$ cat config.mk
export PLATFORM = sky130hd
export DESIGN_NAME = bcpu_top
export DESIGN_NICKNAME = d
export VERILOG_FILES = /design/src/verilog/bcpu_pkg.sv /design/src/verilog/bcpu_seg_addr.sv /design/src/verilog/bcpu_cycle_seq.sv /design/src/verilog/bcpu_top.sv
export SDC_FILE = /design/constraint.sdc
export NUM_CORES = 1
export LEC_CHECK = 0
export BUFFER_PORTS_ARGS = -buffer_cell sky130_fd_sc_hd__buf_4
export CORE_ASPECT_RATIO = 1.75
export CORE_MARGIN = 4
export CORE_UTILIZATION = 65
export CTS_BUF_LIST = sky130_fd_sc_hd__clkbuf_4
export DETAILED_ROUTE_END_ITERATION = 12
export MAX_ROUTING_LAYER = met4
export PLACE_DENSITY = 0.88
export REMOVE_ABC_BUFFERS = 1
export SLEW_MARGIN = 5
export SYNTH_ARGS = -nofsm -noshare
export SYNTH_HDL_FRONTEND = slang
export SYNTH_SLANG_ARGS = --single-unit
$ cat constraint.sdc
create_clock -name clk -period 13.8 [get_ports clk]
set_clock_uncertainty 0.05 [all_clocks]
set_input_delay 1.38 -clock clk [delete_from_list [all_inputs] [get_ports clk]]
set_output_delay 1.38 -clock clk [all_outputs]
set_load 0.01 [all_outputs]
$ cat src/verilog/bcpu_pkg.sv
`default_nettype none
package bcpu_pkg;
	// ****************************************
	// register map, byte addresses
	// ****************************************
	localparam logic [7:0] REG_CTRL   = 8'h00;
	localparam logic [7:0] REG_SEG_CS = 8'h04;
	localparam logic [7:0] REG_SEG_DS = 8'h08;
	localparam logic [7:0] REG_SEG_ES = 8'h0C;
	localparam logic [7:0] REG_SEG_SS = 8'h10;
	localparam logic [7:0] REG_REQ    = 8'h14;
	localparam logic [7:0] REG_WDATA  = 8'h18;
	localparam logic [7:0] REG_RDATA  = 8'h1C;
	localparam logic [7:0] REG_STATUS = 8'h20;
	localparam logic [7:0] REG_PHYS   = 8'h24;
	localparam logic [7:0] REG_IP     = 8'h28;

	// ****************************************
	// field positions
	// ****************************************
	localparam int CTRL_LOCK_BIT = 0;
	localparam int CTRL_DONE_BIT = 1;
	localparam int CTRL_QOP_LSB  = 4;
	localparam int REQ_KIND_LSB  = 16;
	localparam int REQ_WORD_BIT  = 19;
	localparam int REQ_WR_BIT    = 20;
	localparam int REQ_OVR_BIT   = 21;
	localparam int REQ_OSEL_LSB  = 22;
	localparam int REQ_W         = 24;

	// ****************************************
	// reference kinds, segment codes, cycle and queue codes
	// ****************************************
	localparam logic [2:0] KIND_FETCH  = 3'h0;
	localparam logic [2:0] KIND_STACK  = 3'h1;
	localparam logic [2:0] KIND_FRAME  = 3'h2;
	localparam logic [2:0] KIND_DATA   = 3'h3;
	localparam logic [2:0] KIND_STRDST = 3'h4;
	localparam logic [2:0] KIND_IO     = 3'h5;
	localparam logic [2:0] KIND_VECTOR = 3'h6;
	localparam logic [1:0] SEG_ES = 2'h0;
	localparam logic [1:0] SEG_SS = 2'h1;
	localparam logic [1:0] SEG_CS = 2'h2;
	localparam logic [1:0] SEG_DS = 2'h3;
	localparam logic [2:0] CT_IO_RD   = 3'h1;
	localparam logic [2:0] CT_IO_WR   = 3'h2;
	localparam logic [2:0] CT_FETCH   = 3'h4;
	localparam logic [2:0] CT_MEM_RD  = 3'h5;
	localparam logic [2:0] CT_MEM_WR  = 3'h6;
	localparam logic [2:0] CT_PASSIVE = 3'h7;
	localparam logic [1:0] Q_NOP = 2'h0;

	// ****************************************
	// reset values and reserved areas
	// ****************************************
	localparam logic [15:0] RESET_CS    = 16'hFFFF;
	localparam logic [15:0] RESET_IP    = 16'h0000;
	localparam logic [19:0] RESET_ENTRY = 20'hF_FFF0;
	localparam logic [19:0] VEC_TOP     = 20'h0_03FF;

	typedef enum logic [4:0] {
		BCPU_S_IDLE = 5'h01,
		BCPU_S_T1   = 5'h02,
		BCPU_S_T2   = 5'h04,
		BCPU_S_T3   = 5'h08,
		BCPU_S_T4   = 5'h10
	} bcpu_state_t;
endpackage
`default_nettype wire

$ cat src/verilog/bcpu_seg_addr.sv
`timescale 1ns/1ps
`default_nettype none
module bcpu_seg_addr import bcpu_pkg::*; (
	input  wire logic [2:0]  kind,
	input  wire logic        ovr_en,
	input  wire logic [1:0]  ovr_seg,
	input  wire logic [15:0] seg_cs,
	input  wire logic [15:0] seg_ds,
	input  wire logic [15:0] seg_es,
	input  wire logic [15:0] seg_ss,
	input  wire logic [15:0] offset,
	input  wire logic [15:0] ip,
	output logic      [19:0] phys
);
	logic [1:0]  seg_used;
	logic [15:0] base;
	logic [15:0] off;

	always_comb begin
		seg_used = SEG_DS;
		off      = offset;
		case (kind)
			KIND_FETCH: begin
				seg_used = SEG_CS;
				off      = ip;
			end
			KIND_STACK:  seg_used = SEG_SS;
			KIND_FRAME:  seg_used = ovr_en ? ovr_seg : SEG_SS;
			KIND_STRDST: seg_used = SEG_ES;
			default:     seg_used = ovr_en ? ovr_seg : SEG_DS;
		endcase
		case (seg_used)
			SEG_ES:  base = seg_es;
			SEG_SS:  base = seg_ss;
			SEG_CS:  base = seg_cs;
			default: base = seg_ds;
		endcase
		// base moves four places so every segment starts on a paragraph
		phys = {base, 4'h0} + {4'h0, off};
		if (kind == KIND_IO) begin
			phys = {4'h0, offset};
		end else if (kind == KIND_VECTOR) begin
			// four bytes per entry, type in offset low byte
			phys = {10'h000, offset[7:0], 2'h0};
		end
	end
endmodule
`default_nettype wire

$ cat src/verilog/bcpu_cycle_seq.sv
`timescale 1ns/1ps
`default_nettype none
module bcpu_cycle_seq import bcpu_pkg::*; (
	input  wire logic        clk,
	input  wire logic        rst_n,
	input  wire logic        start,
	input  wire logic [19:0] base,
	input  wire logic [2:0]  nbytes,
	input  wire logic        is_wr,
	input  wire logic        is_io,
	input  wire logic        is_fetch,
	input  wire logic [15:0] wdata,
	input  wire logic        max_mode,
	input  wire logic        ready_s,
	input  wire logic [7:0]  din_s,
	output logic             busy,
	output logic             done_q,
	output logic      [31:0] rbuf_q,
	output logic      [19:0] addr_q,
	output logic      [7:0]  dout_q,
	output logic             dout_oe_n_q,
	output logic             ale_q,
	output logic             xen_n_q,
	output logic             xdir_q,
	output logic      [2:0]  ctype_q
);
	bcpu_state_t state_q;
	bcpu_state_t state_d;
	logic [1:0]  idx_q;
	logic [2:0]  t1_cnt_q;
	logic        last;
	logic        in_data;
	logic [2:0]  code;

	assign busy    = (state_q != BCPU_S_IDLE);
	assign last    = ({1'b0, idx_q} == (nbytes - 3'h1));
	assign in_data = (state_d == BCPU_S_T2) || (state_d == BCPU_S_T3) || (state_d == BCPU_S_T4);
	assign code    = is_io ? (is_wr ? CT_IO_WR : CT_IO_RD) : (is_fetch ? CT_FETCH : (is_wr ? CT_MEM_WR : CT_MEM_RD));

	// ****************************************
	// bus phases
	// ****************************************
	always_comb begin
		state_d = state_q;
		case (state_q)
			BCPU_S_IDLE: if (start) state_d = BCPU_S_T1;
			BCPU_S_T1:   state_d = BCPU_S_T2;
			BCPU_S_T2:   state_d = BCPU_S_T3;
			// a slow target holds us in T3, so waits fall before T4
			BCPU_S_T3:   if (ready_s) state_d = BCPU_S_T4;
			BCPU_S_T4:   state_d = last ? BCPU_S_IDLE : BCPU_S_T1;
			default:     state_d = BCPU_S_IDLE;
		endcase
	end

	always_ff @(posedge clk or negedge rst_n) begin
		if (!rst_n) state_q <= BCPU_S_IDLE;
		else        state_q <= state_d;
	end

	always_ff @(posedge clk or negedge rst_n) begin
		if (!rst_n) begin
			idx_q  <= 2'h0;
			addr_q <= 20'h0_0000;
		end else if (state_q == BCPU_S_IDLE && start) begin
			idx_q  <= 2'h0;
			addr_q <= base;
		end else if (state_q == BCPU_S_T4) begin
			idx_q  <= idx_q + 2'h1;
			addr_q <= addr_q + 20'h0_0001;
		end
	end

	// low byte rides the lower address, so it lands in the low lane
	always_ff @(posedge clk or negedge rst_n) begin
		if (!rst_n)                                rbuf_q <= 32'h0000_0000;
		else if (state_q == BCPU_S_T4 && !is_wr)   rbuf_q[{idx_q, 3'h0} +: 8] <= din_s;
	end

	always_ff @(posedge clk or negedge rst_n) begin
		if (!rst_n) begin
			ctype_q     <= CT_PASSIVE;
			ale_q       <= 1'b0;
			xen_n_q     <= 1'b1;
			xdir_q      <= 1'b0;
			dout_q      <= 8'h00;
			dout_oe_n_q <= 1'b1;
			done_q      <= 1'b0;
		end else begin
			ctype_q     <= (max_mode && (state_d == BCPU_S_T1 || state_d == BCPU_S_T2 ||
				state_d == BCPU_S_T3)) ? code : CT_PASSIVE;
			ale_q       <= !max_mode && (state_d == BCPU_S_T1);
			xen_n_q     <= !(!max_mode && in_data);
			xdir_q      <= !max_mode && is_wr && (state_d != BCPU_S_IDLE);
			dout_q      <= idx_q[0] ? wdata[15:8] : wdata[7:0];
			dout_oe_n_q <= !(is_wr && in_data);
			done_q      <= (state_q == BCPU_S_T4) && last;
		end
	end

	always_ff @(posedge clk or negedge rst_n) begin
		if (!rst_n)                                    t1_cnt_q <= 3'h0;
		else if (state_q == BCPU_S_IDLE && start)      t1_cnt_q <= 3'h0;
		else if (state_q == BCPU_S_T1)                 t1_cnt_q <= t1_cnt_q + 3'h1;
	end
endmodule
`default_nettype wire

$ cat src/verilog/bcpu_top.sv
// Behaviour
// - lock pin low bars other masters
// - lock prefix holds lock through next instruction
// - lock pin floats during hold acknowledge
// - queue code shows the clock after operation
// - queue codes: none, first, flush, subsequent
// - twenty-bit byte address, one megabyte space
// - segment base shifted four, offset added
// - fetch code, stack stack, data default
// - string destination uses extra, no override
// - low byte at lower address
// - word operand takes two byte cycles
// - first fetch after reset at entry address
// - lowest kilobyte holds interrupt pointers
// - four-byte pointers, offset then segment, 256
// - strap low selects maximum-mode pin meanings
// - strap high: device drives bus controls
// - maximum mode gives lock, queue, grant; this design has lock and queue pins but no grant pin
// - cycle type codes per bus cycle
// - bus cycle is at least four clocks
`timescale 1ns/1ps
`default_nettype none
module bcpu_top import bcpu_pkg::*; (
	input  wire logic        clk,
	input  wire logic        rst_b,
	input  wire logic        hsel,
	input  wire logic [31:0] haddr,
	input  wire logic [1:0]  htrans,
	input  wire logic        hwrite,
	input  wire logic [2:0]  hsize,
	input  wire logic [31:0] hwdata,
	input  wire logic        hready,
	output logic             hreadyout,
	output logic             hresp,
	output logic      [31:0] hrdata,
	input  wire logic        config_strap,
	input  wire logic        hold_ack,
	input  wire logic        ready_in,
	input  wire logic [7:0]  data_in,
	output logic      [7:0]  data_out,
	output logic             data_oe_n,
	output logic      [19:0] addr_out,
	output logic             ale,
	output logic             xcvr_enable_n,
	output logic             xcvr_direction,
	output logic             cycle_type_bit0,
	output logic             cycle_type_bit1,
	output logic             cycle_type_bit2,
	output logic             lock_n_out,
	output logic             lock_n_oe_n,
	output logic             queue_track_hi,
	output logic             queue_track_lo
);
	// ****************************************
	// reset release and pin synchronisers
	// ****************************************
	logic        rst_meta_q;
	logic        rst_n;
	logic [10:0] sync1_q;
	logic [10:0] sync2_q;
	logic        strap_s;
	logic        hold_s;
	logic        ready_s;
	logic [7:0]  din_s;

	always_ff @(posedge clk or negedge rst_b) begin
		if (!rst_b) begin
			rst_meta_q <= 1'b0;
			rst_n      <= 1'b0;
		end else begin
			rst_meta_q <= 1'b1;
			rst_n      <= rst_meta_q;
		end
	end

	always_ff @(posedge clk or negedge rst_n) begin
		if (!rst_n) begin
			sync1_q <= 11'h000;
			sync2_q <= 11'h000;
		end else begin
			sync1_q <= {config_strap, hold_ack, ready_in, data_in};
			sync2_q <= sync1_q;
		end
	end
	assign {strap_s, hold_s, ready_s, din_s} = sync2_q;

	// the strap is a board tie; catching it once avoids mode flips mid-cycle
	logic [1:0] strap_cnt_q;
	logic       max_mode_q;
	always_ff @(posedge clk or negedge rst_n) begin
		if (!rst_n) begin
			strap_cnt_q <= 2'h0;
			max_mode_q  <= 1'b0;
		end else if (strap_cnt_q != 2'h3) begin
			strap_cnt_q <= strap_cnt_q + 2'h1;
			if (strap_cnt_q == 2'h2) max_mode_q <= !strap_s;
		end
	end

	// ****************************************
	// bus slave
	// ****************************************
	logic        acc;
	logic        wr_pend_q;
	logic        rd_pend_q;
	logic [7:0]  a_q;
	logic        wr_ev;

	assign acc   = hsel && hready && htrans[1];
	assign wr_ev = wr_pend_q;

	always_ff @(posedge clk or negedge rst_n) begin
		if (!rst_n) begin
			wr_pend_q <= 1'b0;
			rd_pend_q <= 1'b0;
			a_q       <= 8'h00;
			hreadyout <= 1'b1;
		end else begin
			wr_pend_q <= acc && hwrite;
			rd_pend_q <= acc && !hwrite;
			if (acc) a_q <= haddr[7:0];
			// reads take one wait so they see writes of the prior transfer
			hreadyout <= !(acc && !hwrite);
		end
	end

	always_ff @(posedge clk or negedge rst_n) begin
		if (!rst_n) hresp <= 1'b0;
		else        hresp <= 1'b0;
	end

	// ****************************************
	// software state
	// ****************************************
	logic [15:0]      seg_cs_q;
	logic [15:0]      seg_ds_q;
	logic [15:0]      seg_es_q;
	logic [15:0]      seg_ss_q;
	logic [15:0]      ip_q;
	logic [15:0]      wdata_q;
	logic [REQ_W-1:0] req_q;
	logic             start_q;
	logic             lock_q;
	logic             fetched_q;
	logic [1:0]       qs_q;
	logic             seq_busy;
	logic             seq_done;
	logic [31:0]      rbuf;
	logic [19:0]      phys;
	logic [19:0]      phys_q;
	logic [2:0]       kind;
	logic [2:0]       nbytes;
	logic             ctrl_wr;
	logic             instr_done;
	logic             lock_set;
	logic [1:0]       qop;

	assign kind       = req_q[REQ_KIND_LSB +: 3];
	assign nbytes     = (kind == KIND_VECTOR) ? 3'h4 : (req_q[REQ_WORD_BIT] ? 3'h2 : 3'h1);
	assign ctrl_wr    = wr_ev && (a_q == REG_CTRL);
	assign lock_set   = ctrl_wr && hwdata[CTRL_LOCK_BIT];
	assign instr_done = ctrl_wr && hwdata[CTRL_DONE_BIT];
	assign qop        = hwdata[CTRL_QOP_LSB +: 2];

	always_ff @(posedge clk or negedge rst_n) begin
		if (!rst_n) begin
			seg_cs_q <= RESET_CS;
			seg_ds_q <= 16'h0000;
			seg_es_q <= 16'h0000;
			seg_ss_q <= 16'h0000;
			wdata_q  <= 16'h0000;
		end else if (wr_ev) begin
			if (a_q == REG_SEG_CS)      seg_cs_q <= hwdata[15:0];
			else if (a_q == REG_SEG_DS) seg_ds_q <= hwdata[15:0];
			else if (a_q == REG_SEG_ES) seg_es_q <= hwdata[15:0];
			else if (a_q == REG_SEG_SS) seg_ss_q <= hwdata[15:0];
			else if (a_q == REG_WDATA)  wdata_q  <= hwdata[15:0];
		end
	end

	// fetch pointer: a write loses to the advance of a running fetch
	always_ff @(posedge clk or negedge rst_n) begin
		if (!rst_n)                                  ip_q <= RESET_IP;
		else if (seq_done && kind == KIND_FETCH)     ip_q <= ip_q + {13'h0000, nbytes};
		else if (wr_ev && a_q == REG_IP && !seq_busy) ip_q <= hwdata[15:0];
	end

	// a request written while the unit is busy is dropped
	always_ff @(posedge clk or negedge rst_n) begin
		if (!rst_n) begin
			req_q   <= 24'h00_0000;
			start_q <= 1'b0;
		end else begin
			start_q <= 1'b0;
			if (wr_ev && a_q == REG_REQ && !seq_busy && !start_q) begin
				req_q   <= hwdata[REQ_W-1:0];
				start_q <= 1'b1;
			end
		end
	end

	always_ff @(posedge clk or negedge rst_n) begin
		if (!rst_n)       phys_q <= 20'h0_0000;
		else if (start_q) phys_q <= phys;
	end

	// prefix wins over a completion in the same write
	always_ff @(posedge clk or negedge rst_n) begin
		if (!rst_n)          lock_q <= 1'b0;
		else if (lock_set)   lock_q <= 1'b1;
		else if (instr_done) lock_q <= 1'b0;
	end

	always_ff @(posedge clk or negedge rst_n) begin
		if (!rst_n)                              fetched_q <= 1'b0;
		else if (start_q && kind == KIND_FETCH)  fetched_q <= 1'b1;
	end

	// ****************************************
	// pins owned here
	// ****************************************
	always_ff @(posedge clk or negedge rst_n) begin
		if (!rst_n) begin
			qs_q        <= Q_NOP;
			lock_n_out  <= 1'b1;
			lock_n_oe_n <= 1'b1;
		end else begin
			// code appears the clock after the queue operation
			qs_q        <= (ctrl_wr && fetched_q && max_mode_q) ? qop : Q_NOP;
			lock_n_out  <= !lock_q;
			lock_n_oe_n <= !(max_mode_q && !hold_s);
		end
	end
	assign queue_track_hi = qs_q[1];
	assign queue_track_lo = qs_q[0];

	always_ff @(posedge clk or negedge rst_n) begin
		if (!rst_n) begin
			hrdata <= 32'h0000_0000;
		end else if (rd_pend_q) begin
			if (a_q == REG_CTRL)        hrdata <= {31'h0000_0000, lock_q};
			else if (a_q == REG_SEG_CS) hrdata <= {16'h0000, seg_cs_q};
			else if (a_q == REG_SEG_DS) hrdata <= {16'h0000, seg_ds_q};
			else if (a_q == REG_SEG_ES) hrdata <= {16'h0000, seg_es_q};
			else if (a_q == REG_SEG_SS) hrdata <= {16'h0000, seg_ss_q};
			else if (a_q == REG_REQ)    hrdata <= {8'h00, req_q};
			else if (a_q == REG_WDATA)  hrdata <= {16'h0000, wdata_q};
			else if (a_q == REG_RDATA)  hrdata <= rbuf;
			else if (a_q == REG_STATUS) hrdata <= {27'h000_0000, fetched_q, hold_s, max_mode_q, lock_q,
				seq_busy || start_q};
			else if (a_q == REG_PHYS)   hrdata <= {12'h000, phys_q};
			else if (a_q == REG_IP)     hrdata <= {16'h0000, ip_q};
			else                        hrdata <= 32'h0000_0000;
		end
	end

	// ****************************************
	// address forming and bus cycles
	// ****************************************
	logic [2:0] ctype;

	bcpu_seg_addr u_addr (
		.kind    (kind),
		.ovr_en  (req_q[REQ_OVR_BIT]),
		.ovr_seg (req_q[REQ_OSEL_LSB +: 2]),
		.seg_cs  (seg_cs_q),
		.seg_ds  (seg_ds_q),
		.seg_es  (seg_es_q),
		.seg_ss  (seg_ss_q),
		.offset  (req_q[15:0]),
		.ip      (ip_q),
		.phys    (phys)
	);

	bcpu_cycle_seq u_seq (
		.clk         (clk),
		.rst_n       (rst_n),
		.start       (start_q),
		.base        (phys),
		.nbytes      (nbytes),
		.is_wr       (req_q[REQ_WR_BIT] && kind != KIND_FETCH && kind != KIND_VECTOR),
		.is_io       (kind == KIND_IO),
		.is_fetch    (kind == KIND_FETCH),
		.wdata       (wdata_q),
		.max_mode    (max_mode_q),
		.ready_s     (ready_s),
		.din_s       (din_s),
		.busy        (seq_busy),
		.done_q      (seq_done),
		.rbuf_q      (rbuf),
		.addr_q      (addr_out),
		.dout_q      (data_out),
		.dout_oe_n_q (data_oe_n),
		.ale_q       (ale),
		.xen_n_q     (xcvr_enable_n),
		.xdir_q      (xcvr_direction),
		.ctype_q     (ctype)
	);
	assign {cycle_type_bit2, cycle_type_bit1, cycle_type_bit0} = ctype;
endmodule
`default_nettype wire

---- After elaboration in Yosys (flattened, before gate mapping) ----
Index checks and enable logic that the tools add are counted.
storage, ports and cells
  register bits after elaboration ......... 292
  word-level logic and storage cells ...... 180
cells by class
  add/sub/neg operators ................... 7
  equality and inequality tests ........... 32
  shifts and indexed selects .............. 2
  multiplexer cells ....................... 41
  bitwise gates (word level) .............. 4
  reductions and logical operators ........ 58
operator list
  operator                  number
  $mux W32                  8
  $mux W20                  6
  $mux W16                  4
  $pmux W16 S3              1
  $bwmux W32                1
  $eq A8 B5 Y1 const B      4
  $shift A8 B7 Y32 const A  1
  $shiftx A8 B7 Y32         1
  $logic_and A1 B1 Y1       28
  $pmux W5 S5               1
  $eq A8 B6 Y1 const B      3
  $add A20 B1 Y20 const B   1
  $add A20 B16 Y20          1
  $mux W2                   9
  $add A16 B3 Y16           1
  $eq A8 B4 Y1 const B      2
  $logic_not A1 Y1          12
  $mux W3                   4
  $eq A5 B2 Y1 const B      2
  $eq A5 B3 Y1 const B      2
  $eq A5 B4 Y1 const B      2
  $eq A5 B5 Y1 const B      2
  $mux W5                   2
  $ne A5 B1 Y1 const B      2
  28 further kinds          44

---- Longest topological paths before layout ----
Gate-level depths: netlist of the first run.
  depth after elaboration ................. 12
  depth in mapped cells ................... 19
  gate-level depth less buffers ........... 17

---- Cells and area by module ----
From an unflattened synthesis of the first run, not the netlist that was laid out.
second synthesis, totals
  cell total of the unflattened synthesis .. 1,437
  area, all modules ....................... 15,203.3 um2
modules (own cells, without submodules)
  module          instances  cells each  area an instance (um2)  seq. area each (um2)
  bcpu_top        1          818         9,963.3                 5,454.0
  bcpu_cycle_seq  1          367         3,525.9                 1,884.3
  bcpu_seg_addr   1          252         1,714.1                 0.0

---- Worst setup path before layout of the first run ----
No wires, ideal clock.
  kind .................................... reg2reg
  start point ............................. register req_q[16]
  end point ............................... register u_seq.addr_q[14]
  library setup time ...................... 0.138 ns
  arrival time ............................ 3.532 ns
  required time ........................... 13.612 ns
  setup slack ............................. 10.081 ns
  cell stages (with the launch flop) ...... 18
  cell sequence ........................... dfrtp_1 -> nand2b_1 -> a211oi_1 -> a221o_1 -> buf_4 -> buf_2 -> buf_2 -> mux2i_1 -> a21oi_1 -> ha_1 -> nor2b_1 -> o21a_1 -> o21ai_1 -> a21o_1 -> a21boi_0 -> or3_1 -> a32oi_1 -> o221ai_1
between the ends
  cells in the longest elaborated chain, start to end .. 8
  elaborated cells between the ends (all ways) .. 16
  classes of those cells .................. add/sub: 1; eq/ne: 7; mux: 6; reduce/logical: 2
ends and longest elaborated chain
  item                                        RTL line              RTL
  start, declared                             bcpu_top.sv:141       logic [REQ_W-1:0] req_q;
  start signal, assigned                      bcpu_top.sv:196       req_q <= hwdata[REQ_W-1:0];
  $eq A3 B3 Y1, or another cell as far along  bcpu_seg_addr.sv:22   case (kind)
  $pmux W2 S4                                 bcpu_seg_addr.sv:22
  $eq A2 B2 Y1, or another cell as far along  bcpu_seg_addr.sv:32   case (seg_used)
  $pmux W16 S3                                bcpu_seg_addr.sv:32
  $add A20 B16 Y20                            bcpu_seg_addr.sv:39   phys = {base, 4'h0} + {4'h0, off};
  $mux W20                                    bcpu_seg_addr.sv:42   end else if (kind == KIND_VECTOR) begin
  $mux W20 *                                  bcpu_seg_addr.sv:40   if (kind == KIND_IO) begin
  $mux W20 *                                  bcpu_cycle_seq.sv:65  end else if (state_q == BCPU_S_IDLE && start) begin
  end signal, assigned                        bcpu_cycle_seq.sv:67  addr_q <= base;
  end signal, assigned                        bcpu_cycle_seq.sv:70  addr_q <= addr_q + 20'h0_0001;
  end, declared                               bcpu_cycle_seq.sv:19  output logic [19:0] addr_q,
Mark *: on every way between the ends. The rest lies on a longest branch, timed or not.
A chain may end at the register's enable or synchronous reset.

---- Worst setup path in the final report of the first run ----
  start point ............................. register req_q[17]
  end point ............................... register u_seq.addr_q[14]
Same word-level chain as after synthesis.

==> results.json, run 1 <==
{
  "crit_end": "u_seq.addr_q[14]",
  "netlist_top_cells_count": "dfrtp_1, nand2_1, mux2_2",
  "drv_slew": 0,
  "rr_endpoint": "u_seq.addr_q[14]",
  "overflow": 0,
  "cts_tree": "done",
  "fill_cells": 1589,
  "critical_path_class": "flop to flop",
  "worst_pin_slew_ps": 1203,
  "fin_crit_ps": 4952,
  "layout.nets": 1685,
  "drive_gt1_share_pct": 26.28,
  "start_kind": "flop",
  "critPathRequiredTime_ps": 14280,
  "max-clock-path-buffers": 3,
  "r2r_setup_slack_ps": 8850,
  "critPathCaptureType": "flop",
  "grt_util_all_layers_pct": 38.40,
  "h-tree-depth": 3,
  "firstDrtPassIters": 6,
  "core_um2": 22070,
  "syn_avg_cell_area_um2": 10.15,
  "status": "complete, no violations",
  "cts-resized-gates": 0,
  "synth.yosys.seq_area_share_pct": 50.47,
  "grt_first_pass_wirelength_um": 70290,
  "antenna_found_initial": 1,
  "setup_violations": 0,
  "clock_latency_ps": 730,
  "synth_top_family_by_area": "compound AO/OA/AOI/OAI gates",
  "ys_top_cells_by_area": "dfrtp_1, mux2_2, dfstp_2",
  "portBuffers": 120,
  "crit_path_max_fanout": 27,
  "hold_viol": 0,
  "die_width_um": 121.1,
  "initialDrtViolationCount": 1355,
  "synth_fa_ha_area_share_pct": 2.341,
  "max-vdd-ir-drop_mv": 0.09318,
  "power.density_nw_per_um2": 119.5,
  "clk_pin_slew_ps": 70,
  "vias_per_cell": 6.471,
  "fin_ws_ps": 8848,
  "hp-class": "flop to flop",
  "slew_headroom_pct": 19.36,
  "synth_top_area_share_pct": 45.96,
  "synth_simple_gate_area_share_pct": 12.50,
  "yosysUniqueCellTypes": 69,
  "post_dp_cell_area_um2": 15690,
  "gp_congestion": 1.019,
  "critPathLaunch": "req_q[17]",
  "rsz0062_at_grt": "false",
  "final.setup.tns_ps": 0,
  "fmax_mhz": 201.9,
  "ys_seq_elements": 292,
  "synth_compound_area_share_pct": 16.23,
  "yosysMostFrequentCell": "dfrtp_1",
  "cts_sinks": 292,
  "yosys_warnings": 0,
  "cts_buffers": 68,
  "cts_root_buf": "clkbuf_4",
  "die_area_um2": 24920,
  "instances_no_fill": 1918,
  "grt_pass1_vias": 12510,
  "pre_cts_slack_ps": 9010,
  "fp-row-count": 72,
  "synth_area_um2": 14540,
  "rr_worst_depth": 16,
  "whs_ps": 298.8,
  "routed_wl_um": 45190,
  "timing.rr.start": "req_q[17]",
  "netlist_instances": 1432,
  "pin_count": 158,
  "async_reset_ff_share_pct": 100.0,
  "start_util_pct": 65.87,
  "grt_max_degree": 78,
  "hpwlAfterDp_um": 32110,
  "wl_per_cell_um": 23.56,
  "area_growth_pct": 13.97,
  "final_area_um2": 16570,
  "die_height_um": 205.8,
  "post-place-cells": 1800,
  "drc": 0,
  "synth_ff_type": "dfrtp_1",
  "ctsHoldBuffers": 0,
  "drv_cap": 0,
  "synth_mux_area_share_pct": 13.07,
  "synth_edf_count": 0,
  "leakagePower_nw": 7.305,
  "period_share_pct": 35.89,
  "post-cts-setup-buffers": 0,
  "synth_top_area_cell": "dfrtp_1",
  "num_vias": 12410,
  "antenna_left": 0,
  "cp.arrival_ps": 5440,
  "yosys.area_share.xor_xnor_pct": 1.807
}
## cell usage in the layout (no fill, tap or decap), types with 6 or more instances in the layout
master	Yosys	layout
dfrtp_1	267	266
nand2_1	170	170
buf_4	4	142
mux2_2	132	132
o21ai_0	121	121
nor2_1	110	110
clkbuf_4	0	96
a21oi_1	81	81
inv_1	56	56
nand3_1	33	33
o21ai_1	32	32
a22oi_1	29	29
o22ai_1	26	26
dfstp_2	25	25
ha_1	24	24
nor3_1	24	23
xnor2_1	21	21
mux2i_1	20	20
o211ai_1	15	15
clkinv_1	0	15
mux2_1	11	11
a221oi_1	10	10
nand2b_1	9	9
a221o_1	9	9
xor2_1	9	9
a31oi_1	9	9
nand4_1	9	9
a21o_1	8	8
o21a_1	8	8
a211oi_1	7	7
and3_1	6	6
a22o_1	6	6
## per-stage QoR
stage	utilization [%]	power (mW)
2_1_floorplan	-	1.131
3_3_place_gp	71.08	1.255
3_5_place_dp	71.08	1.265
4_1_cts	75.06	1.982
5_1_grt	75.07	2.061
6_report	75.07	1.980
## flip-flops by register name (all words and copies together), names as in the netlist, 16 cells and up
name	cells
hrdata	32
ip_q	16
phys_q	20
req_q	24
seg_cs_q	16
seg_ds_q	16
seg_es_q	16
seg_ss_q	16
u_seq.addr_q	20
u_seq.rbuf_q	32
wdata_q	16
## metal layers
| layer | wire length (µm) | GRT usage [%] | up-vias |
|---|---|---|---|
| met5 | 0 | - | - |
| met4 | 3908 | 28.48 | 0 |
| met3 | 3284 | 7.288 | 228 |
| met2 | 22610 | 61.83 | 690 |
| met1 | 15380 | 42.10 | 6032 |
| li1 | - | - | 5461 |
## how the worst min path moves through the flow
stage	from	to	slack, ps	cells after the start
global placement	sync1_q[7]	sync2_q[7]	280	0
CTS	sync1_q[8]	sync2_q[8]	300	0
detailed placement	sync1_q[8]	sync2_q[8]	280	0
global route	sync1_q[3]	sync2_q[3]	300	0
finish	sync1_q[3]	sync2_q[3]	300	0
floorplan	rst_meta_q	rst_n	280	0
## area by class of cell
type                       count  area [µm²]  area share (%)
sequential                   292        7342           44.31
clock buffer                  96       720.7           4.349
antenna                        1       2.502         0.01510
timing repair buffer         142        1066           6.434
inverter                      58       217.7           1.314
multi-input combinational   1012        6693           40.39
tap                          296       370.4           2.235
clock inverter                21       157.7          0.9514
## critical path, stage by stage (launching register included)
cell      delay (ps)
dfrtp_1          770
nand2b_1         200
a211oi_1         300
a221o_1          170
buf_4            440
mux2_2           390
nor2_1            90
a21oi_1          100
ha_1             380
nor2b_1          150
o21a_1           180
o21ai_1          350
a21o_1           160
a21boi_0          90
or3_1            330
a32oi_1          410
o221ai_1         180
## power breakdown
part	internal [mW]	total, mW	switching [mW]
logic	0.120	0.305	0.185
registers	0.907	0.954	0.0469
clock network	0.377	0.721	0.344
## logic make-up (layout without fill, tap and decap cells)
group | count (synthesis) | count (layout)
and+or+nand+nor | 402 | 402
adders and majority gates | 26 | 26
muxes | 167 | 167
other | 2 | 3
DFF | 292 | 292
xor gates and xnor gates | 30 | 30
AOI/OAI and AO/OA | 385 | 385
buffers and inverters | 128 | 317
No activity file was read; power rests on OpenSTA's default activity.
==> run 2, diff against run 1 <==
Settings changed: ABC_AREA set to 1, CORE_UTILIZATION 65 to 55, PLACE_DENSITY 0.88 to 0.79.
Clock period 13.8 ns to 4.2 ns, I/O delays scaled along.
==> run 2 against run 1 <==
Synthesized cell count is 25% higher. First-iteration DRC count decreased by 10%. Sequential cell count did not move. Combinational power grew 120%. Final cell count is 23% higher. Sequential power grew to 3.2 times the previous value. Die area rose by 17%. Non-clock buffer count up 51. Critical path type unchanged. Largest power group unchanged.
==> results.json, run 2 <==
{
  "max-clock-path-buffers": 3,
  "cp_slowest_stage_delay_ps": 510,
  "critPathCaptureType": "flop",
  "hold_viol": 0,
  "worst_pin_slew_ps": 1042,
  "max-vdd-ir-drop_mv": 0.2780,
  "p_comb_share_pct": 11.3,
  "pwr-share-clk_pct": 38.6,
  "antenna_found_initial": 2,
  "async_reset_ff_share_pct": 100.0,
  "antenna_left": 0,
  "ys_seq_elements": 292,
  "die_height_um": 222.8,
  "start_kind": "flop",
  "synth_compound_area_share_pct": 16.39,
  "final_common_cell": "nand2_1",
  "critical_path_class": "flop to flop",
  "synth_area_um2": 14500,
  "reg.largest.list": "hrdata: 32 flops, u_seq.rbuf_q: 32 flops, req_q: 24 flops",
  "rsz0062_at_grt": "false",
  "netlist_instances": 1787,
  "cts_root_buf": "clkbuf_4",
  "synth_fa_ha_area_share_pct": 2.347,
  "synth_top_area_share_pct": 46.09,
  "setup_violations": 0,
  "power_switching_mw": 1.691,
  "multi_input_area_um2": 6118,
  "fill_cells": 2229,
  "clk_pin_slew_ps": 70,
  "fin_util_pct": 65.79,
  "seq_power_share_pct": 50.1,
  "overflow": 0,
  "hpwlAfterDp_um": 33500,
  "cp_cell_sequence": "nand2_1, nand2_1, nand2_4, nor2_1, buf_4, a22oi_1, a31oi_1, ha_1, inv_1, fa_1, inv_1, nand3_1, nand2_1, nand3_1, nand2_1, nand2_1, nand2_1, o22ai_1, o211ai_1, o21ai_0",
  "yosysMostFrequentCell": "nand2_1",
  "post-cts-setup-buffers": 0,
  "hp-class": "primary input to flop",
  "yosysUniqueCellTypes": 53,
  "area_growth_pct": 17.80,
  "final_cell_mix": "nand2_1, dfrtp_1, o21ai_0, inv_1, buf_4",
  "clock_latency_ps": 780,
  "yosys.area_share.xor_xnor_pct": 1.027,
  "drv_slew": 0,
  "start_util_pct": 55.85,
  "register_area_um2": 7342,
  "pin_count": 158,
  "wl_per_cell_um": 19.58,
  "leakagePower_nw": 8.759,
  "fin_crit_ps": 3849,
  "final_area_um2": 17080,
  "synth_top_area_cell": "dfrtp_1",
  "initialDrtViolationCount": 1216,
  "cts_buffers": 69,
  "internal_power_mw": 4.362,
  "critPathRequiredTime_ps": 4730,
  "cts_sinks": 292,
  "core_um2": 25960,
  "ys_top_cells_by_area": "dfrtp_1, nand2_1, o21ai_0",
  "cts_tree": "done",
  "synth_mux_area_share_pct": 0.3107,
  "grt_pass1_vias": 13540,
  "post_dp_cell_area_um2": 15750,
  "synth_ff_type": "dfrtp_1",
  "grt_first_pass_wirelength_um": 71890,
  "status": "complete, no violations",
  "firstDrtPassIters": 6,
  "synth_edf_count": 0,
  "num_vias": 13640,
  "cts-resized-gates": 0,
  "crit_path_max_fanout": 11,
  "grt_util_all_layers_pct": 33.00,
  "die_area_um2": 29120,
  "grt_max_degree": 98,
  "ctsHoldBuffers": 45,
  "syn_avg_cell_area_um2": 8.113,
  "routed_wl_um": 46110,
  "layout.nets": 2094,
  "fmax_mhz": 259.8,
  "die_width_um": 130.7,
  "synth_simple_gate_area_share_pct": 22.08,
  "portBuffers": 120,
  "cpMostUsedCell": "nand2_1",
  "vias_per_cell": 5.792,
  "drv_cap": 0,
  "slew_headroom_pct": 30.40,
  "drc": 0,
  "synth.yosys.seq_area_share_pct": 50.62,
  "netlist_top_cells_count": "nand2_1, dfrtp_1, o21ai_0",
  "cp.arrival_ps": 4380,
  "gp_congestion": 1.018,
  "power.density_nw_per_um2": 354.4,
  "yosys_warnings": 0,
  "period_share_pct": 91.63,
  "synth_top_family_by_area": "simple AND/OR/NAND/NOR gates",
  "h-tree-depth": 3,
  "slowest_stage": "dfrtp_1",
  "fp-row-count": 78,
  "switching_share_pct": 27.93,
  "drive_gt1_share_pct": 15.94
}
-- run 2: changes by cell type in the layout (fill, tap and decap cells not counted), moves of 11 or more --
cell	change
nand3_1	+59
inv_1	+130
mux2_2	-128
mux2i_1	-20
o21ai_0	+104
dlygate4sd3_1	+45
nor2_1	+20
xnor2_1	-18
a22oi_1	-16
nand2_1	+286
mux2_1	-11
o21ai_1	-17
a21oi_1	-24
nand4_1	+21
-- run 2: path summary, 6_finish.rpt --
check / depth (start not counted) / slack [ps] / endpoint / from
worst max-delay path: 20 / 350 / u_seq.addr_q[12] / req_q[17]
worst min-delay path: 3 / 50 / seg_ss_q[14] / hwdata[14]
worst max register to register: 20 / 350 / u_seq.addr_q[12] / req_q[17]
worst min register to register: 0 / 290 / sync2_q[3] / sync1_q[3]
max in group asynchronous: 1 / 2660 / u_seq.addr_q[13] / rst_n
min in group asynchronous: 0 / 350 / a_q[1] / rst_n
-- run 2: cell families after synthesis --
logic type                 count (synthesis)
other                                      2
xor gates and xnor gates                  17
muxes                                      4
and+or+nand+nor                          758
AOI/OAI and AO/OA                        419
DFF                                      292
buffers and inverters                    269
adders and majority gates                 26
-- run 2: stage by stage --
stage	setup TNS, ps	hold slack (ps)	power [mW]	cells	worst slack [ps]
finish	0	46.29	6.053	2355	351.5
floorplan	-1258360	74.41	3.442	1719	-4547
global route	0	41.68	6.312	2355	131.9
CTS	0	6.097	6.071	2353	428.7
global placement	0	152.4	3.704	2187	515.9
detailed placement	0	155.2	3.721	2187	465.7
-- run 2: final cells by class --
| class | count | share of cell area, % |
|---|---|---|
| Clock buffer | 101 | 4.440 |
| Tap cell | 320 | 2.344 |
| Inverter | 201 | 4.418 |
| Timing Repair Buffer | 193 | 9.289 |
| Antenna cell | 2 | 0.02930 |
| Clock inverter | 20 | 0.6667 |
| Multi-Input combinational cell | 1226 | 35.82 |
| Sequential cell | 292 | 42.99 |
-- run 2: routing by layer --
layer	share of wire, %	vias up	GRT usage [%]
met5	0	-	-
met2	50	668	53.72
met4	6.9	0	19.69
met1	36	6444	37.39
met3	7.2	165	5.846
li1	-	6364	-
-- run 2: critical path, delay by kind of cell, from the launching register on --
family                     cells  cell delay (ps)
DFF                            1              510
AOI/OAI and AO/OA              5              730
adders and majority gates      2              600
buffers and inverters          3              370
and+or+nand+nor               10             1410
-- run 2: power groups by stage --
stage | clock network (mW) | registers, mW | logic [mW]
after floorplan | 0 | 3.10 | 0.338
after global placement | 0 | 3.08 | 0.626
after detailed placement | 0 | 3.08 | 0.639
after CTS | 2.36 | 3.03 | 0.676
after global routing | 2.51 | 3.05 | 0.759
final | 2.34 | 3.03 | 0.683
==> run 3, diff against run 2 <==
Settings changed: BUFFER_PORTS_ARGS -buffer_cell sky130_fd_sc_hd__buf_4 to not set, CORE_UTILIZATION 55 to 60, DONT_BUFFER_PORTS set to 1, PLACE_DENSITY 0.79 to 0.8.
==> run 3 against run 2 <==
Critical path depth fell by 2. First-iteration DRC count down 3.0%. Die area shrank 7.9%. Worst hold slack improved by 35 ps. Via count decreased by 2.9%. Maximum frequency rose by 0.65%. Total power is 1.3% lower. Combinational power decreased by 16%. Clock power barely moved. Register-to-register slack better by 20 ps. Critical path type unchanged. Largest power group unchanged.
==> results.json, run 3 (synthesized netlist as in run 2, its figures left out) <==
{
  "drv_slew": 0,
  "cts_root_buf": "clkbuf_4",
  "hp-class": "primary input to flop",
  "status": "complete, no violations",
  "hold_start": "hready",
  "rr_worst_depth": 18,
  "cts_sinks": 292,
  "crit_path_max_fanout": 13,
  "whs_ps": 81.10,
  "reg.largest.list": "hrdata: 32 flops, u_seq.rbuf_q: 32 flops, req_q: 24 flops",
  "crit_buf_inv": 1,
  "final.setup.tns_ps": 0,
  "drc": 0,
  "routed_wl_um": 45640,
  "r2r_setup_slack_ps": 380,
  "timing.rr.start": "req_q[23]",
  "slowest_stage": "dfrtp_1",
  "rsz0062_at_grt": "false",
  "fin_ws_ps": 376.3,
  "clock_latency_ps": 770,
  "vias_per_cell": 5.962,
  "min_path_cells": 2,
  "cp_cell_sequence": "nand2_1, nand2_1, nand2_1, nand2_4, nor2_1, buf_4, a22oi_1, a31oi_1, ha_1, a21oi_1, nand2_1, nand2_1, nand3_1, nand2_1, nand2_1, o21ai_0, nand2_1, a31oi_1",
  "grt_first_pass_wirelength_um": 71290,
  "slew_headroom_pct": 26.84,
  "cts-resized-gates": 0,
  "drv_cap": 0,
  "seq_power_share_pct": 51.2,
  "power_switching_mw": 1.669,
  "num_vias": 13250,
  "max-vdd-ir-drop_mv": 0.2342,
  "overflow": 0,
  "start_util_pct": 60.59,
  "grt_util_all_layers_pct": 35.40,
  "critPathRequiredTime_ps": 4780,
  "layout.nets": 1973,
  "worst-path-stages": 18,
  "critPathCaptureType": "flop",
  "gp_congestion": 0.9724,
  "cp_slowest_stage_delay_ps": 470,
  "max-clock-path-buffers": 3,
  "cp_top_family": "simple AND/OR/NAND/NOR gates",
  "antenna_left": 0,
  "cp.arrival_ps": 4400,
  "rr_endpoint": "u_seq.addr_q[11]",
  "fin_crit_ps": 3824,
  "firstDrtPassIters": 7,
  "clk_pin_slew_ps": 80,
  "fmax_mhz": 261.5,
  "fp-row-count": 75,
  "leakagePower_nw": 8.180,
  "period_share_pct": 91.04,
  "hold_viol": 0,
  "die_area_um2": 26810,
  "cpMostUsedCell": "nand2_1",
  "grt_pass1_vias": 13430,
  "drive_gt1_share_pct": 10.51,
  "die_width_um": 125.5,
  "initialDrtViolationCount": 1180,
  "power.density_nw_per_um2": 369.1,
  "grt_max_degree": 88,
  "wl_per_cell_um": 20.54,
  "h-tree-depth": 3,
  "hold_end": "wr_ev",
  "setup_violations": 0,
  "final_common_cell": "nand2_1",
  "die_height_um": 213.6,
  "start_kind": "flop",
  "cts_tree": "done",
  "portBuffers": 0,
  "hpwlAfterDp_um": 33070,
  "switching_share_pct": 27.95,
  "cts_buffers": 66,
  "p_comb_share_pct": 9.6,
  "final_cell_mix": "nand2_1, dfrtp_1, o21ai_0, inv_1, nor2_1",
  "internal_power_mw": 4.302,
  "critical_path_class": "flop to flop",
  "pin_count": 158,
  "worst_pin_slew_ps": 1095,
  "antenna_found_initial": 2,
  "core_um2": 23930,
  "post-cts-setup-buffers": 0,
  "pre_cts_slack_ps": 569.6,
  "pwr-share-clk_pct": 39.2,
  "fin_util_pct": 67.61,
  "area_growth_pct": 11.60
}
==> run 3: routing by layer <==
layer	share of wire, %	GRT usage (%)
met1	36	38.58
met2	50	59.33
met3	7.3	5.558
met4	7.1	24.63
met5	0	-
==> run 3: how the worst max path moves through the flow <==
stage                          from          endpoint
after floorplan               rst_n            a_q[0]
after global placement    req_q[17]  u_seq.addr_q[19]
after detailed placement  req_q[17]  u_seq.addr_q[12]
after CTS                 req_q[23]  u_seq.addr_q[19]
after global routing      req_q[23]        phys_q[19]
final                     req_q[23]  u_seq.addr_q[11]
==> run 3: layout make-up <==
class / count / area [µm²]
antenna: 2 / 5.005
clock buffer: 96 / 720.7
clock inverter: 22 / 147.6
fill: 1994 / 7750
inverter: 201 / 754.5
multi-input combinational: 1226 / 6118
sequential: 292 / 7342
tap: 308 / 385.4
timing repair buffer: 75 / 705.7
==> run 3: power by group through the flow <==
| stage | Combinational (mW) | Clock (mW) | Sequential, mW |
|---|---|---|---|
| after floorplan | 0.338 | 0 | 3.10 |
| after global placement | 0.510 | 0 | 3.10 |
| after detailed placement | 0.521 | 0 | 3.11 |
| after CTS | 0.564 | 2.38 | 3.05 |
| after global routing | 0.642 | 2.52 | 3.07 |
| final | 0.573 | 2.34 | 3.06 |
==> run 3: timing repair <==
| item | in CTS | in global routing |
|---|---|---|
| hold endpoints to repair | 145 | 0 |
| hold buffers | 47 | 0 |
| setup endpoints to repair | 0 | 0 |
==> run 3: metrics by stage <==
step,total power [mW],std cells,area (µm²)
after floorplan,3.442,1719,14210
after global placement,3.612,2055,14840
after detailed placement,3.627,2055,14840
after CTS,5.994,2220,16170
after global routing,6.236,2222,16180
final,5.971,2222,16180
